===== src/rtl/phyan_cfg.svh =====
// Register offsets, field positions and frame constants of the identifier/advertisement bank
`ifndef PHYAN_CFG_SVH
`define PHYAN_CFG_SVH

// Register addresses
`define PHYAN_REG_ID_HIGH 5'h02
`define PHYAN_REG_ID_LOW 5'h03
`define PHYAN_REG_ADVERT 5'h04

// Advertisement field positions
`define PHYAN_NP_BIT 15
`define PHYAN_RSV14_BIT 14
`define PHYAN_RF_BIT 13
`define PHYAN_RSV12_BIT 12
`define PHYAN_ASYM_BIT 11
`define PHYAN_PAUSE_BIT 10
`define PHYAN_T4_BIT 9
`define PHYAN_ABIL_HI 8
`define PHYAN_ABIL_LO 5
`define PHYAN_SEL_HI 4
`define PHYAN_SEL_LO 0

// Reset values
`define PHYAN_FLAG_RESET 1'h0
`define PHYAN_SEL_RESET 5'h01
`define PHYAN_WORD_ZERO 16'h0000

// Management frame constants
`define PHYAN_PRE_LEN 6'h20
`define PHYAN_HEAD_LAST 4'hC
`define PHYAN_TA_LAST 4'h1
`define PHYAN_DATA_LAST 4'hF
`define PHYAN_OP_READ 2'h2
`define PHYAN_OP_WRITE 2'h1

`endif


===== src/rtl/phyan_pkg.sv =====
// Types shared by the identifier/advertisement bank
package phyan_pkg;
	typedef logic [15:0] phyan_word_type;
	typedef logic [4:0] phyan_regad_type;
	typedef enum logic [2:0] {
		st_idle,
		st_head,
		st_rd_ta,
		st_rd_data,
		st_rd_end,
		st_wr_ta,
		st_wr_data
	} phyan_frame_type;
endpackage


===== src/rtl/phyan_wr_if.sv =====
// Write path from the frame engine to the advertisement fields
`timescale 1ns/1ps
`default_nettype none
interface phyan_wr_if;
	logic adv_wr;
	logic [15:0] wr_data;
	modport source (output adv_wr, output wr_data);
	modport field (input adv_wr, input wr_data);
endinterface
`default_nettype wire

===== src/rtl/phyan_field_reg.sv =====
// One writable advertisement field with a supplied reset value
`timescale 1ns/1ps
`default_nettype none
module phyan_field_reg #(
	parameter int WIDTH = 1,
	parameter int LSB = 0
) (
	input wire logic sys_clk,
	input wire logic resetn,
	phyan_wr_if.field bus,
	input wire logic [WIDTH-1:0] reset_value,
	output logic [WIDTH-1:0] value
);
	if (WIDTH < 1 || LSB < 0 || LSB + WIDTH > 16) begin : g_chk
		$error("phyan_field_reg: field must lie within 16 bits");
	end

	// Reset value may be a strap level, caught while reset is low
	always_ff @(posedge sys_clk) begin
		if (!resetn) begin
			value <= reset_value;
		end else if (bus.adv_wr) begin
			value <= bus.wr_data[LSB +: WIDTH];
		end
	end
endmodule
`default_nettype wire


===== src/rtl/phyan_regs.sv =====
// Identifier and advertisement registers behind the serial management pins
//
// Overview of operation
// RULE1: 32-bit identity is organisation id, model number and revision over two registers.
// RULE2: A build option returns all 32 identity bits as zero.
// RULE3: First identity register holds organisation id bits 3..18 in bits 15..0, read-only.
// RULE4: Organisation id bits 1 and 2 are stored nowhere.
// RULE5: Second identity register bits 15..10 hold organisation id bits 19..24.
// RULE6: Second identity register bits 9..4 hold six-bit model number, MSB at 9.
// RULE7: Second identity register bits 3..0 hold four-bit revision, MSB at 3.
// RULE8: Advertised abilities are handed to the negotiation engine when it runs.
// RULE9: Bit 15 next-page request, read-write, resets to 0.
// RULE10: Bit 14 reserved, writes ignored, reads 0.
// RULE11: Bit 13 remote fault advert, read-write, resets to 0.
// RULE12: Bit 12 reserved, resets 0, reads 0; controller should write 0.
// RULE13: Bit 11 asymmetric pause advert, read-write, resets to 0.
// RULE14: Bit 10 symmetric pause advert, read-write, resets to 0.
// RULE15: Bit 9 four-pair 100M ability reads 0 always.
// RULE16: Bits 8..5 speed/duplex abilities, read-write, reset from strap pins.
// RULE17: Bits 4..0 protocol selector, read-write, resets to 00001.
// RULE18: Read-only fields are readable over management; writes to them do nothing.
// RULE19: Advert changes reach the partner only at the next negotiation start.
`include "phyan_cfg.svh"
`timescale 1ns/1ps
`default_nettype none
module phyan_regs #(
	parameter logic [4:0] PHY_ADDR = 5'h01,
	parameter logic [1:24] ORG_ID = 24'h5A3C96, // Arbitrary value
	parameter logic [5:0] MODEL_NUM = 6'h15, // Arbitrary value
	parameter logic [3:0] MODEL_REV = 4'h2, // Arbitrary value
	parameter bit ID_BLANK = 1'b0
) (
	input wire logic sys_clk,
	input wire logic resetn,
	input wire logic mdc,
	input wire logic mdio_in,
	output logic mdio_out,
	output logic mdio_oe_n,
	input wire logic [3:0] ability_strap,
	input wire logic an_start,
	output phyan_pkg::phyan_word_type adv_to_an
);
	import phyan_pkg::*;

	// ------------------------------------------------------------
	// Pin synchronisers
	// ------------------------------------------------------------
	logic mdc_s;
	logic mdio_s;
	logic [3:0] strap_s;
	logic mdc_prev;
	logic rise;

	phyan_sync #(.WIDTH(6)) u_sync (
		.sys_clk(sys_clk),
		.async_in({mdc, mdio_in, ability_strap}),
		.sync_out({mdc_s, mdio_s, strap_s})
	);

	always_ff @(posedge sys_clk) begin
		if (!resetn) begin
			mdc_prev <= 1'b0;
		end else begin
			mdc_prev <= mdc_s;
		end
	end

	assign rise = mdc_s & ~mdc_prev;

	// ------------------------------------------------------------
	// Identity words
	// ------------------------------------------------------------
	localparam phyan_word_type ID_HIGH_VAL = ID_BLANK ? `PHYAN_WORD_ZERO : ORG_ID[3:18]; // RULE2 RULE3 RULE4
	localparam phyan_word_type ID_LOW_VAL = ID_BLANK ? `PHYAN_WORD_ZERO :
		{ORG_ID[19:24], MODEL_NUM, MODEL_REV}; // RULE1 RULE5 RULE6 RULE7

	// ------------------------------------------------------------
	// Advertisement fields
	// ------------------------------------------------------------
	phyan_wr_if wr_bus ();
	logic next_page_request;
	logic remote_fault_advert;
	logic asymmetric_pause_advert;
	logic pause_advert;
	logic [3:0] ability;
	logic [4:0] selector;
	phyan_word_type adv_word;

	phyan_field_reg #(.WIDTH(1), .LSB(`PHYAN_NP_BIT)) u_np ( // RULE9
		.sys_clk(sys_clk), .resetn(resetn), .bus(wr_bus.field),
		.reset_value(`PHYAN_FLAG_RESET), .value(next_page_request)
	);
	phyan_field_reg #(.WIDTH(1), .LSB(`PHYAN_RF_BIT)) u_rf ( // RULE11
		.sys_clk(sys_clk), .resetn(resetn), .bus(wr_bus.field),
		.reset_value(`PHYAN_FLAG_RESET), .value(remote_fault_advert)
	);
	phyan_field_reg #(.WIDTH(1), .LSB(`PHYAN_ASYM_BIT)) u_asym ( // RULE13
		.sys_clk(sys_clk), .resetn(resetn), .bus(wr_bus.field),
		.reset_value(`PHYAN_FLAG_RESET), .value(asymmetric_pause_advert)
	);
	phyan_field_reg #(.WIDTH(1), .LSB(`PHYAN_PAUSE_BIT)) u_pause ( // RULE14
		.sys_clk(sys_clk), .resetn(resetn), .bus(wr_bus.field),
		.reset_value(`PHYAN_FLAG_RESET), .value(pause_advert)
	);
	phyan_field_reg #(.WIDTH(4), .LSB(`PHYAN_ABIL_LO)) u_abil ( // RULE16
		.sys_clk(sys_clk), .resetn(resetn), .bus(wr_bus.field),
		.reset_value(strap_s), .value(ability)
	);
	phyan_field_reg #(.WIDTH(5), .LSB(`PHYAN_SEL_LO)) u_sel ( // RULE17
		.sys_clk(sys_clk), .resetn(resetn), .bus(wr_bus.field),
		.reset_value(`PHYAN_SEL_RESET), .value(selector)
	);

	// Reserved bits and four-pair ability read as zero
	assign adv_word = {next_page_request, 1'b0, remote_fault_advert, 1'b0,
		asymmetric_pause_advert, pause_advert, 1'b0, ability, selector}; // RULE10 RULE12 RULE15

	// ------------------------------------------------------------
	// Management frame decoder
	// ------------------------------------------------------------
	phyan_frame_type state;
	logic [5:0] ones;
	logic [3:0] cnt;
	logic [11:0] head;
	logic [12:0] head_next;
	phyan_regad_type reg_sel;
	logic [14:0] wr_shift;
	logic head_done;
	logic addr_ok;
	logic rd_hit;
	logic wr_hit;

	assign head_next = {head, mdio_s};
	assign head_done = rise && state == st_head && cnt == `PHYAN_HEAD_LAST;
	assign addr_ok = head_next[12] && head_next[9:5] == PHY_ADDR;
	assign rd_hit = head_done && addr_ok && head_next[11:10] == `PHYAN_OP_READ;
	assign wr_hit = head_done && addr_ok && head_next[11:10] == `PHYAN_OP_WRITE;

	always_ff @(posedge sys_clk) begin
		if (!resetn) begin
			state <= st_idle;
			ones <= 6'h00;
			cnt <= 4'h0;
			head <= 12'h000;
			reg_sel <= 5'h00;
			wr_shift <= 15'h0000;
		end else if (rise) begin
			unique case (state)
				st_idle: begin
					if (mdio_s) begin
						if (ones != `PHYAN_PRE_LEN) begin
							ones <= ones + 6'h01;
						end
					end else begin
						if (ones == `PHYAN_PRE_LEN) begin
							state <= st_head;
							cnt <= 4'h0;
						end
						ones <= 6'h00;
					end
				end
				st_head: begin
					head <= head_next[11:0];
					cnt <= cnt + 4'h1;
					if (cnt == `PHYAN_HEAD_LAST) begin
						cnt <= 4'h0;
						reg_sel <= head_next[4:0];
						if (rd_hit) begin
							state <= st_rd_ta;
						end else if (wr_hit) begin
							state <= st_wr_ta;
						end else begin
							state <= st_idle;
						end
					end
				end
				st_rd_ta: begin
					state <= st_rd_data;
					cnt <= 4'h0;
				end
				st_rd_data: begin
					cnt <= cnt + 4'h1;
					if (cnt == `PHYAN_DATA_LAST) begin
						state <= st_rd_end;
					end
				end
				st_rd_end: begin
					state <= st_idle;
				end
				st_wr_ta: begin
					cnt <= cnt + 4'h1;
					if (cnt == `PHYAN_TA_LAST) begin
						state <= st_wr_data;
						cnt <= 4'h0;
					end
				end
				st_wr_data: begin
					wr_shift <= {wr_shift[13:0], mdio_s};
					cnt <= cnt + 4'h1;
					if (cnt == `PHYAN_DATA_LAST) begin
						state <= st_idle;
					end
				end
			endcase
		end
	end

	// ------------------------------------------------------------
	// Register write strobe, advertisement only
	// ------------------------------------------------------------
	always_ff @(posedge sys_clk) begin
		if (!resetn) begin
			wr_bus.adv_wr <= 1'b0;
			wr_bus.wr_data <= `PHYAN_WORD_ZERO;
		end else begin
			wr_bus.adv_wr <= rise && state == st_wr_data && cnt == `PHYAN_DATA_LAST &&
				reg_sel == `PHYAN_REG_ADVERT; // RULE18
			wr_bus.wr_data <= {wr_shift, mdio_s};
		end
	end

	// ------------------------------------------------------------
	// Read data serialiser
	// ------------------------------------------------------------
	phyan_word_type rd_shift;
	phyan_word_type read_word;

	always_comb begin
		unique case (head_next[4:0])
			`PHYAN_REG_ID_HIGH: read_word = ID_HIGH_VAL; // RULE3
			`PHYAN_REG_ID_LOW: read_word = ID_LOW_VAL; // RULE5
			`PHYAN_REG_ADVERT: read_word = adv_word;
			default: read_word = `PHYAN_WORD_ZERO;
		endcase
	end

	always_ff @(posedge sys_clk) begin
		if (!resetn) begin
			rd_shift <= `PHYAN_WORD_ZERO;
			mdio_out <= 1'b0;
			mdio_oe_n <= 1'b1;
		end else if (rise) begin
			if (rd_hit) begin
				rd_shift <= read_word; // RULE18
			end else if (state == st_rd_ta) begin
				mdio_oe_n <= 1'b0;
				mdio_out <= 1'b0;
			end else if (state == st_rd_data) begin
				mdio_out <= rd_shift[15];
				rd_shift <= {rd_shift[14:0], 1'b0};
			end else if (state == st_rd_end) begin
				mdio_oe_n <= 1'b1;
				mdio_out <= 1'b0;
			end
		end
	end

	// ------------------------------------------------------------
	// Snapshot handed to the negotiation engine
	// ------------------------------------------------------------
	always_ff @(posedge sys_clk) begin
		if (!resetn) begin
			adv_to_an <= `PHYAN_WORD_ZERO;
		end else if (an_start) begin
			adv_to_an <= adv_word; // RULE8 RULE19
		end
	end
endmodule
`default_nettype wire


===== src/rtl/phyan_sync.sv =====
// Two-stage synchroniser for pins entering the system clock domain
`timescale 1ns/1ps
`default_nettype none
module phyan_sync #(
	parameter int WIDTH = 1
) (
	input wire logic sys_clk,
	input wire logic [WIDTH-1:0] async_in,
	output logic [WIDTH-1:0] sync_out
);
	logic [WIDTH-1:0] stage1;

	if (WIDTH < 1) begin : g_chk
		$error("phyan_sync: WIDTH must be at least 1");
	end

	// No reset, so strap pins still propagate while reset is held
	always_ff @(posedge sys_clk) begin
		stage1 <= async_in;
		sync_out <= stage1;
	end
endmodule
`default_nettype wire


===== config.mk =====
export PLATFORM = sky130hd
export DESIGN_NAME = phyan_regs
export DESIGN_NICKNAME = d
export VERILOG_FILES = /design/src/rtl/phyan_pkg.sv /design/src/rtl/phyan_wr_if.sv /design/src/rtl/phyan_field_reg.sv /design/src/rtl/phyan_regs.sv /design/src/rtl/phyan_sync.sv
export VERILOG_INCLUDE_DIRS = /design/src /design/src/rtl
export SDC_FILE = /design/constraint.sdc
export NUM_CORES = 1
export LEC_CHECK = 0
export BUFFER_PORTS_ARGS = -buffer_cell sky130_fd_sc_hd__buf_2
export CORE_MARGIN = 1
export CORE_UTILIZATION = 50
export DETAILED_ROUTE_END_ITERATION = 10
export GPL_TIMING_DRIVEN = 0
export PLACE_DENSITY = 0.67
export SYNTH_ARGS = -nofsm -noshare
export SYNTH_HDL_FRONTEND = slang
export SYNTH_SLANG_ARGS = --single-unit

===== constraint.sdc =====
create_clock -name sys_clk -period 2.26 [get_ports sys_clk]
set_input_delay 0 -clock sys_clk [delete_from_list [all_inputs] [get_ports sys_clk]]
set_output_delay 0 -clock sys_clk [all_outputs]
set_load 0.01 [all_outputs]

==> metrics.txt, run 1 <==
cts bufs inserted 17; internal power approximately 3600 uW; Period minus WS final 2.14 ns; RSZ-0062 raised after global routing no; max-cap viol count 0; crit end category flop; Final WS setup 0.124 ns; RR Startpoint state[1]$_SDFFE_PN0P_; 1st-iter DRT viols 153; htree depth 4; CP max stage delay between 0.4 and 0.5 ns; Die ar. 9790 um^2; dpl ws 0.0559 ns; Crit-path slowest cell nor4_4; global-route wire length before repair 16.4 mm; Comb power frac 2.8%; share of layout cells above drive strength 1 15.0%; clock power share 53.5%; initial antenna violation count 0; hold path start resetn; dpl hpwl just under 7 mm; Horiz. Die Dim 98.9 um; CP Launch Type flop; r2r worst-path depth 6; CTS sink count 116; pwr dens 850 nW/um^2; clock tree buffer depth 2; WHS 0.0826 ns; largest net degree at the start of global routing 17; Clk pin slew, worst setup/hold paths ~0.06 ns; peak supply drop 581 uV; WP data arrival between 2 and 3 ns; CP Cell Sequence nor3b_1 > nand2_1 > nor4_4 > buf_2 > nand4_1 > a21boi_0; # port buffers 21; P_sw 1140 uW; final hold violation count 0; drt via density roughly 5.2; Layout Utilization 61.5%; Post-DP Area 4950 um^2; min-delay worst type primary input to flop; post-synthesis cell type count 50; GRT Overall Usage 22.0%; diode count 0; Leak ~0.0023 uW; outcome finished clean; leading cell type in the layout, fill and taps excluded dfxtp_1; clk_lat worst skew 0.51 ns; Setup-failing EPs final 0; period utilization 94.5%; FF+latch count, synth 116; Final Wtd Congestion 0.802; critical path class flop to flop; dominant synthesized flop cell dfxtp_1; Core ar. 9150 um^2; synthesized cell area 4700 um^2; fin. max-slew vios 0; post-route ant nets 0; clk_skew 0.0124 ns; yosys warns 0; Layout Nets 556; Post-Syn Instances ~490; 1st-pass router iterations 4; CP Data Required Time 2.69 ns; Pwr Total 4790 uW; Hold EP cnt[3]$_SDFFE_PN0P_; flop-to-flop setup slack about 0.12 ns; area grow syn2layout 19.9%; CTS root buffer clkbuf_8; commonest non-fill, non-tap cells in the layout dfxtp_1, nand2_1, mux2i_1; Slew @ Worst Pin 0.838 ns; sequential area share after synthesis 50.3%; worst hold path stage count 3; via count 3,465; share of power burned in registers 43.7%; Post-synth EDFFs 4; Mean Syn Cell Area between 9 and 10 um^2; ys async rst share 0%; post-route DRC violation count 0; sw frac 23.8%; effective utilization at floorplan 51.3%; WL final 9.78 mm; Slew headroom 44.0%; CTS tree built; Die H slightly below 100 um; WL/cell about 15 um; reg2reg end rd_shift[0]$_SDFFE_PN0P_; # IOs 27; Max Fanout on Critical Path 10; Max Fclk between 400 and 500 MHz; final instance area ~5600 um^2; Congestion Overflow GR 0; site row count 35; number of global-route vias before repair 3,347
-- stage by stage --
step	std cells	setup TNS [ns]
5_1_grt	666	0
2_1_floorplan	493	0
3_5_place_dp	625	0
4_1_cts	664	-0.123
6_report	666	0
3_3_place_gp	625	0
-- critical path: cells and delay by family, from the launching register on --
kind	cells	cell delay, ns
AND/OR/NAND/NOR	4	1.22
flip-flops	1	0.37
buffers and inverters	1	0.29
AO/OA/AOI/OAI	1	0.17
-- flip-flops by register name, indices dropped and copies added (netlist names) --
signal           count
reg_sel              5
adv_to_an           13
u_pause.value        1
wr_bus.adv_wr        1
u_sel.value          5
wr_shift            15
u_rf.value           1
cnt                  4
u_sync.sync_out      6
rd_shift            16
ones                 6
u_np.value           1
u_abil.value         4
head                12
mdc_prev             1
u_sync.stage1        6
wr_bus.wr_data      13
state                3
mdio_oe_n            1
u_asym.value         1
mdio_out             1
-- cells by family (layout without fill, tap and decap cells) --
family                     after synthesis  count (layout)  share of synthesized area, %
adders and majority gates                5               5                          1.33
AOI/OAI and AO/OA                       66              66                          10.1
DFF                                    116             116                          50.3
and+or+nand+nor                        209             209                          22.8
buffers and inverters                   41             103                          4.05
muxes                                   47              47                          10.3
xor gates and xnor gates                 6               6                          1.12
other                                    1               3                        0.0798
-- power groups by stage --
stage / Clock, uW / Combinational (uW) / Sequential (uW)
5_1_grt: 2730 / 146 / 2090
2_1_floorplan: 0 / 84.1 / 2140
6_report: 2560 / 134 / 2090
3_3_place_gp: 0 / 123 / 2140
4_1_cts: 2610 / 135 / 2090
3_5_place_dp: 0 / 124 / 2140
-- per-layer routing --
metal | wire, um | part of all wire (%) | track usage, % | up-vias
met4 | 63 | 0.64 | 8.04 | 0
li1 | - | - | - | 1768
met2 | 4640 | 47 | 35.0 | 48
met3 | 368 | 3.8 | 5.60 | 6
met1 | 4710 | 48 | 28.8 | 1643
met5 | 0 | 0 | 0 | -
-- cell type report --
| cell class | instances | area (um^2) |
|---|---|---|
| plain buffers | 34 | 164 |
| clock buffers | 17 | 414 |
| clock inverters | 15 | 159 |
| fillers | 799 | 3520 |
| inverters | 7 | 26.3 |
| multi-input cells | 336 | 2180 |
| flip-flops and latches | 116 | 2360 |
| well taps | 111 | 139 |
| repair buffers | 30 | 190 |
-- cells in the mapped netlist, types with 2 or more instances --
cell type / number / area share (%)
nor2_1: 15 / 1.2
clkbuf_1: 22 / 1.8
nor3_1: 2 / 0.21
mux2_2: 9 / 2.2
and3_1: 8 / 1.1
nor4_1: 3 / 0.40
edfxtp_1: 4 / 2.6
nand3b_1: 4 / 0.64
buf_6: 2 / 0.48
ha_1: 5 / 1.3
dfxtp_1: 112 / 48
o211ai_1: 4 / 0.64
mux2i_1: 38 / 8.1
o211a_1: 2 / 0.43
nand3_1: 16 / 1.7
nand4_1: 7 / 0.93
nand4b_1: 2 / 0.37
inv_1: 7 / 0.56
nand2b_1: 2 / 0.27
a21oi_1: 9 / 0.96
xor2_1: 5 / 0.93
buf_2: 5 / 0.53
o31ai_1: 3 / 0.48
nor2b_1: 28 / 3.7
o22ai_1: 2 / 0.27
a21boi_0: 35 / 5.6
o21ai_0: 4 / 0.43
and2_1: 18 / 2.4
buf_4: 4 / 0.64
nand2_1: 94 / 7.5
-- timing repair --
item                                    CTS  global route
resized for setup                         0             4
endpoints found under the setup margin    6            25
hold buffers                              7             0
endpoints found under the hold margin     9             0
buffers inserted                          0             2
-- how the worst max path moves through the flow --
| stage | start | endpoint | cells past startpoint |
|---|---|---|---|
| after floorplan | cnt[0]$_SDFFE_PN0P_ | rd_shift[8]$_SDFFE_PN0P_ | 8 |
| after global placement | cnt[0]$_SDFFE_PN0P_ | rd_shift[8]$_SDFFE_PN0P_ | 8 |
| after detailed placement | cnt[0]$_SDFFE_PN0P_ | rd_shift[8]$_SDFFE_PN0P_ | 8 |
| after CTS | u_sync.sync_out[5]$_DFF_P_ | rd_shift[0]$_SDFFE_PN0P_ | 6 |
| after global routing | state[1]$_SDFFE_PN0P_ | rd_shift[3]$_SDFFE_PN0P_ | 6 |
| final | state[1]$_SDFFE_PN0P_ | rd_shift[0]$_SDFFE_PN0P_ | 6 |
Note: power is estimated with default switching activity, not from simulation.
==> inputs of run 2 (changes only) <==
- GPL_TIMING_DRIVEN: 0 -> 1
- MAX_ROUTING_LAYER: unset -> met4
==> run 2 against run 1 <==
Global-route usage decreased by 0.80 points. Die area unchanged. Critical endpoint is now rd_shift[8]$_SDFFE_PN0P_. Clock power grew 3%. Design area shrank 1.0%. Power rose by 1.4%. Setup slack gained 0.13 ns. Critical path depth increased by 1. Sequential cell count is the same. Count of clock-buffer cells in the layout did not move.
==> metrics.txt, run 2 (synthesis gave the netlist of run 1 again) <==
outcome finished clean; CTS root buffer clkbuf_8; Register Area 2360 um^2; 1st-pass router iterations 4; fillers between 700 and 800; diode count 0; P_sw around 1100 uW; clk_skew 0.00997 ns; Post-DP Area just under 5000 um^2; Comb power frac 2.5%; WL/cell 14.2 um; 1st-iter DRT viols 143; Pwr Total 4860 uW; Congestion Overflow GR 0; share of power burned in registers 43.1%; number of gates resized after cts 0; post-route ant nets 0; clock tree buffer depth 2; dpl ws 0.260 ns; clock power share 54.4%; Die H 98.9 um; Max Fclk just under 500 MHz; RSZ-0062 raised after global routing no; Slew headroom 65.1%; TNS Setup 0 ns; WP data arrival 2.43 ns; htree depth 4; crit path launch cnt[0]$_SDFFE_PN0P_; area grow syn2layout 18.7%; CP Data Required Time 2.68 ns; Layout Nets 539; period utilization 89.0%; min-delay worst type primary input to flop; global-route wire length before repair 15.4 mm; sw frac 23.1%; WL final 9.22 mm; post-route DRC violation count 0; Final WS setup between 0.2 and 0.25 ns; GRT Overall Usage 21.2%; # IOs 27; Final Wtd Congestion around 0.8; Clk pin slew, worst setup/hold paths 0.06 ns; cts bufs inserted 17; Horiz. Die Dim 98.9 um; Die ar. 9790 um^2; pwr dens 871 nW/um^2; leading cell type in the layout, fill and taps excluded dfxtp_1; number of global-route vias before repair 3,153; share of layout cells above drive strength 1 between 10% and 20%; worst hold path stage count 3; Leak 0.00229 uW; RR Startpoint cnt[0]$_SDFFE_PN0P_; CTS sink count 116; Core ar. 9150 um^2; effective utilization at floorplan 51.3%; max-cap viol count 0; critical path class flop to flop; internal power roughly 3700 uW; initial antenna violation count 0; clk_lat worst skew 0.52 ns; largest net degree at the start of global routing between 40 and 50; final hold violation count 0; # port buffers 23; r2r worst-path depth 7; setup repair bufs after CTS 0; largest registers rd_shift: 16 flops, wr_shift: 15 flops; max FFs per register 16; crit end category flop; drt via density 5.16; peak supply drop 549 uV; multi-input logic area 2150 um^2; site row count 35; hold path start an_start; Slew @ Worst Pin 0.523 ns; final instance area around 5600 um^2; CTS tree built; Top reg by flops rd_shift; CP Launch Type flop; Setup-failing EPs final 0; dpl hpwl 6.01 mm; Period minus WS final 2.01 ns; Max Fanout on Critical Path 7; commonest non-fill, non-tap cells in the layout dfxtp_1, nand2_1, mux2i_1; via count 3,346; fin. max-slew vios 0
run 2: cell types whose count changed in the layout (fill, tap and decap cells not counted), sizes merged:
cell | previous run | this run
clkinvlp | 1 | 2
clkbuf | 39 | 17
buf | 35 | 40
clkinv | 3 | 4
bufinv | 1 | 2
inv | 17 | 14
run 2: per-layer routing:
layer  track usage (%)  routed length [um]
met5                 -                   0
met3              6.38                 339
met1              27.1                4520
met2              31.2                4200
met4              8.50                 156
run 2: area by class of cell:
class / instances / area share, %
clock inverter: 15 / 3.03
sequential: 116 / 42.4
tap: 111 / 2.49
inverter: 7 / 0.471
multi-input combinational: 336 / 38.6
timing repair buffer: 47 / 5.61
clock buffer: 17 / 7.43
run 2: timing repair:
| item | CTS | global route |
|---|---|---|
| setup endpoints to repair | 0 | 0 |
| hold buffers | 7 | 0 |
| hold endpoints to repair | 11 | 0 |
run 2: through the flow:
| step | std cells | hold slack [ns] | utilization [%] |
|---|---|---|---|
| after floorplan | 493 | 0.0277 | - |
| after global placement | 610 | 0.102 | 53.8 |
| after detailed placement | 610 | 0.104 | 53.8 |
| after CTS | 649 | 0.0127 | 60.9 |
| after global routing | 649 | 0.0224 | 60.9 |
| final | 649 | 0.0179 | 60.9 |
run 2: worst paths after layout:
check	end	slack (ns)
hold / removal	adv_to_an[0]$_SDFFE_PN0P_	0.02
hold reg to reg	u_sync.sync_out[5]$_DFF_P_	0.33
setup / recovery	rd_shift[8]$_SDFFE_PN0P_	0.25
setup reg to reg	rd_shift[8]$_SDFFE_PN0P_	0.25
run 2: critical path: stages, from the launching register on:
cell      delay (ns)
dfxtp_1         0.35
inv_1           0.09
ha_1            0.15
nand3_1         0.14
nand4b_4        0.28
or3_1           0.45
a221o_1         0.27
and3_1          0.17
run 2: power by group through the flow:
stage                     clock, uW  combinational (uW)  sequential (uW)
after global placement            0                 112             2140
after detailed placement          0                 113             2140
final                          2640                 122             2090
after floorplan                   0                84.1             2140
after CTS                      2680                 123             2090
after global routing           2790                 134             2100
==> inputs of run 3 (changes only) <==
- CELL_PAD_IN_SITES_DETAIL_PLACEMENT: unset -> 0
- CELL_PAD_IN_SITES_GLOBAL_PLACEMENT: unset -> 1
- CORE_UTILIZATION: 50 -> 47
- PLACE_DENSITY: 0.67 -> 0.79
==> run 3 against run 2 <==
The flow now finishes with violations (design-rule violations). Final cell count increased by 3.5%. Hold slack improved by 0.099 ns. Clock skew decreased by 0.0019 ns. Via count increased by 1.1%. Clock power decreased by 7.6%. Critical path type unchanged. Critical endpoint is now rd_shift[14]$_SDFFE_PN0P_.
==> metrics.txt, run 3 (synthesis gave the netlist of run 1 again) <==
CTS tree built; Horiz. Die Dim 102 um; post-route DRC violation count 1; period utilization 92.7%; Final WS setup ~0.17 ns; htree depth 4; 1st-iter DRT viols 130; Die ar. 10,400 um^2; min-delay worst type primary input to flop; clock power share a little over half; leading cell type in the layout, fill and taps excluded dfxtp_1; failing checks design-rule violations; drt via density 5.03; Core ar. 9730 um^2; max FFs per register 16; global-route wire length before repair ~16 mm; Congestion Overflow GR 0; Layout Nets 540; clock tree buffer depth 2; Slew @ Worst Pin about 0.59 ns; Comb power frac approximately 2.6%; commonest non-fill, non-tap cells in the layout dfxtp_1, nand2_1, mux2i_1; via count 3,382; Period minus WS final 2.09 ns; crit end category flop; WL/cell 13.6 um; WL final 9.14 mm; GRT Overall Usage 20.3%; dpl hpwl 6.08 mm; clk_skew 0.00804 ns; max-cap viol count 0; CP max stage delay roughly 0.48 ns; CTS root buffer clkbuf_8; Slew headroom between 60% and 70%; # IOs 27; sw frac 21.6%; peak supply drop 378 uV; Top reg by flops rd_shift; Max Fclk between 400 and 500 MHz; Max Fanout on Critical Path 16; # port buffers 23; Final Wtd Congestion 0.877; P_sw 1010 uW; Setup-failing EPs final 0; Crit-path slowest cell or3_1; CP Launch Type flop; share of layout cells above drive strength 1 15.8%; CP delay by family, top simple AND/OR/NAND/NOR gates; fin. max-slew vios 0; WP data arrival 2.49 ns; Leak between 0.002 and 0.0025 uW; area grow syn2layout 18.8%; setup repair bufs after CTS 0; CP Data Required Time 2.66 ns; Post-CTS Hold Fix Bufs 8; number of gates resized after cts 0; number of global-route vias before repair about 3,200; internal power 3650 uW; Die H 102 um; cts bufs inserted 17; Clk pin slew, worst setup/hold paths 0.06 ns; Buf/Inv on CP 2; site row count 36; dpl ws 0.212 ns; final hold violation count 0; RSZ-0062 raised after global routing no; pwr dens 836 nW/um^2; clk_lat worst skew 0.52 ns; diode count 0; critical path class flop to flop; CTS sink count ~120; effective utilization at floorplan 48.3%; outcome complete, but fails checks; initial antenna violation count 0; largest net degree at the start of global routing 50; share of power burned in registers 45.0%; largest registers rd_shift: 16 flops, wr_shift: 15 flops; TNS Setup 0 ns; fillers 892; 1st-pass router iterations 7; post-route ant nets 0; CP Cell Sequence inv_1 > ha_1 > nand3_1 > nand4b_4 > or3_1 > buf_4 > o211a_1
-- run 3: changes by cell type in the layout (fill, tap and decap cells not counted), sizes merged --
| cell | previous run | this run |
|---|---|---|
| clkbuf | 17 | 20 |
| clkinv | 4 | 7 |
| dlygate4sd3 | 7 | 8 |
| inv | 14 | 9 |
| bufinv | 2 | 1 |
-- run 3: through the flow --
| stage | instances | hold slack [ns] | cell area, um^2 | util [%] | total power [uW] |
|---|---|---|---|---|---|
| after global routing | 672 | 0.109 | 5580 | 57.4 | 4840 |
| after global placement | 632 | 0.103 | 4950 | 50.9 | 2250 |
| after CTS | 672 | 0.0891 | 5580 | 57.4 | 4710 |
| final | 672 | 0.117 | 5580 | 57.4 | 4660 |
| after floorplan | 493 | 0.0277 | 4700 | - | 2220 |
| after detailed placement | 632 | 0.104 | 4950 | 50.9 | 2250 |
-- run 3: worst register-to-register path: cells and delay by family (launching register included) --
| family | cells | cell delay [ns] |
|---|---|---|
| simple gates | 3 | 0.95 |
| fa+ha+maj | 1 | 0.14 |
| buf+inv | 2 | 0.31 |
| compound gates | 1 | 0.23 |
| flops | 1 | 0.35 |
-- run 3: power groups by stage --
| stage | clock network (uW) | registers, uW | logic (uW) |
|---|---|---|---|
| floorplan | 0 | 2140 | 84.1 |
| global route | 2600 | 2100 | 137 |
| global placement | 0 | 2140 | 113 |
| detailed placement | 0 | 2140 | 114 |
| CTS | 2490 | 2100 | 124 |
| finish | 2440 | 2100 | 123 |
-- run 3: layout make-up --
cell class	count	area [um^2]	area share, %
clock buffer	20	445	7.98
clock inverter	12	105	1.88
inverter	7	26.3	0.471
multi-input combinational	336	2150	38.6
sequential	116	2360	42.3
tap	133	166	2.98
timing repair buffer	48	323	5.78
-- run 3: layer usage --
metal  global-route usage, %  share of wire (%)  up-vias
met5                       -                  0        -
met4                    6.92               0.74        0
met3                    6.36                3.8        7
met2                    31.3                 47       85
met1                    25.0                 49     1558
li1                        -                  -     1732
-- run 3: worst paths after layout --
| check | from | to | cells past startpoint | slack, ns |
|---|---|---|---|---|
| max | cnt[0]$_SDFFE_PN0P_ | rd_shift[14]$_SDFFE_PN0P_ | 7 | 0.17 |
| min | mdc | u_sync.stage1[5]$_DFF_P_ | 2 | 0.12 |
| max reg2reg | cnt[0]$_SDFFE_PN0P_ | rd_shift[14]$_SDFFE_PN0P_ | 7 | 0.17 |
| min reg2reg | u_sync.stage1[1]$_DFF_P_ | u_sync.sync_out[1]$_DFF_P_ | 0 | 0.33 |
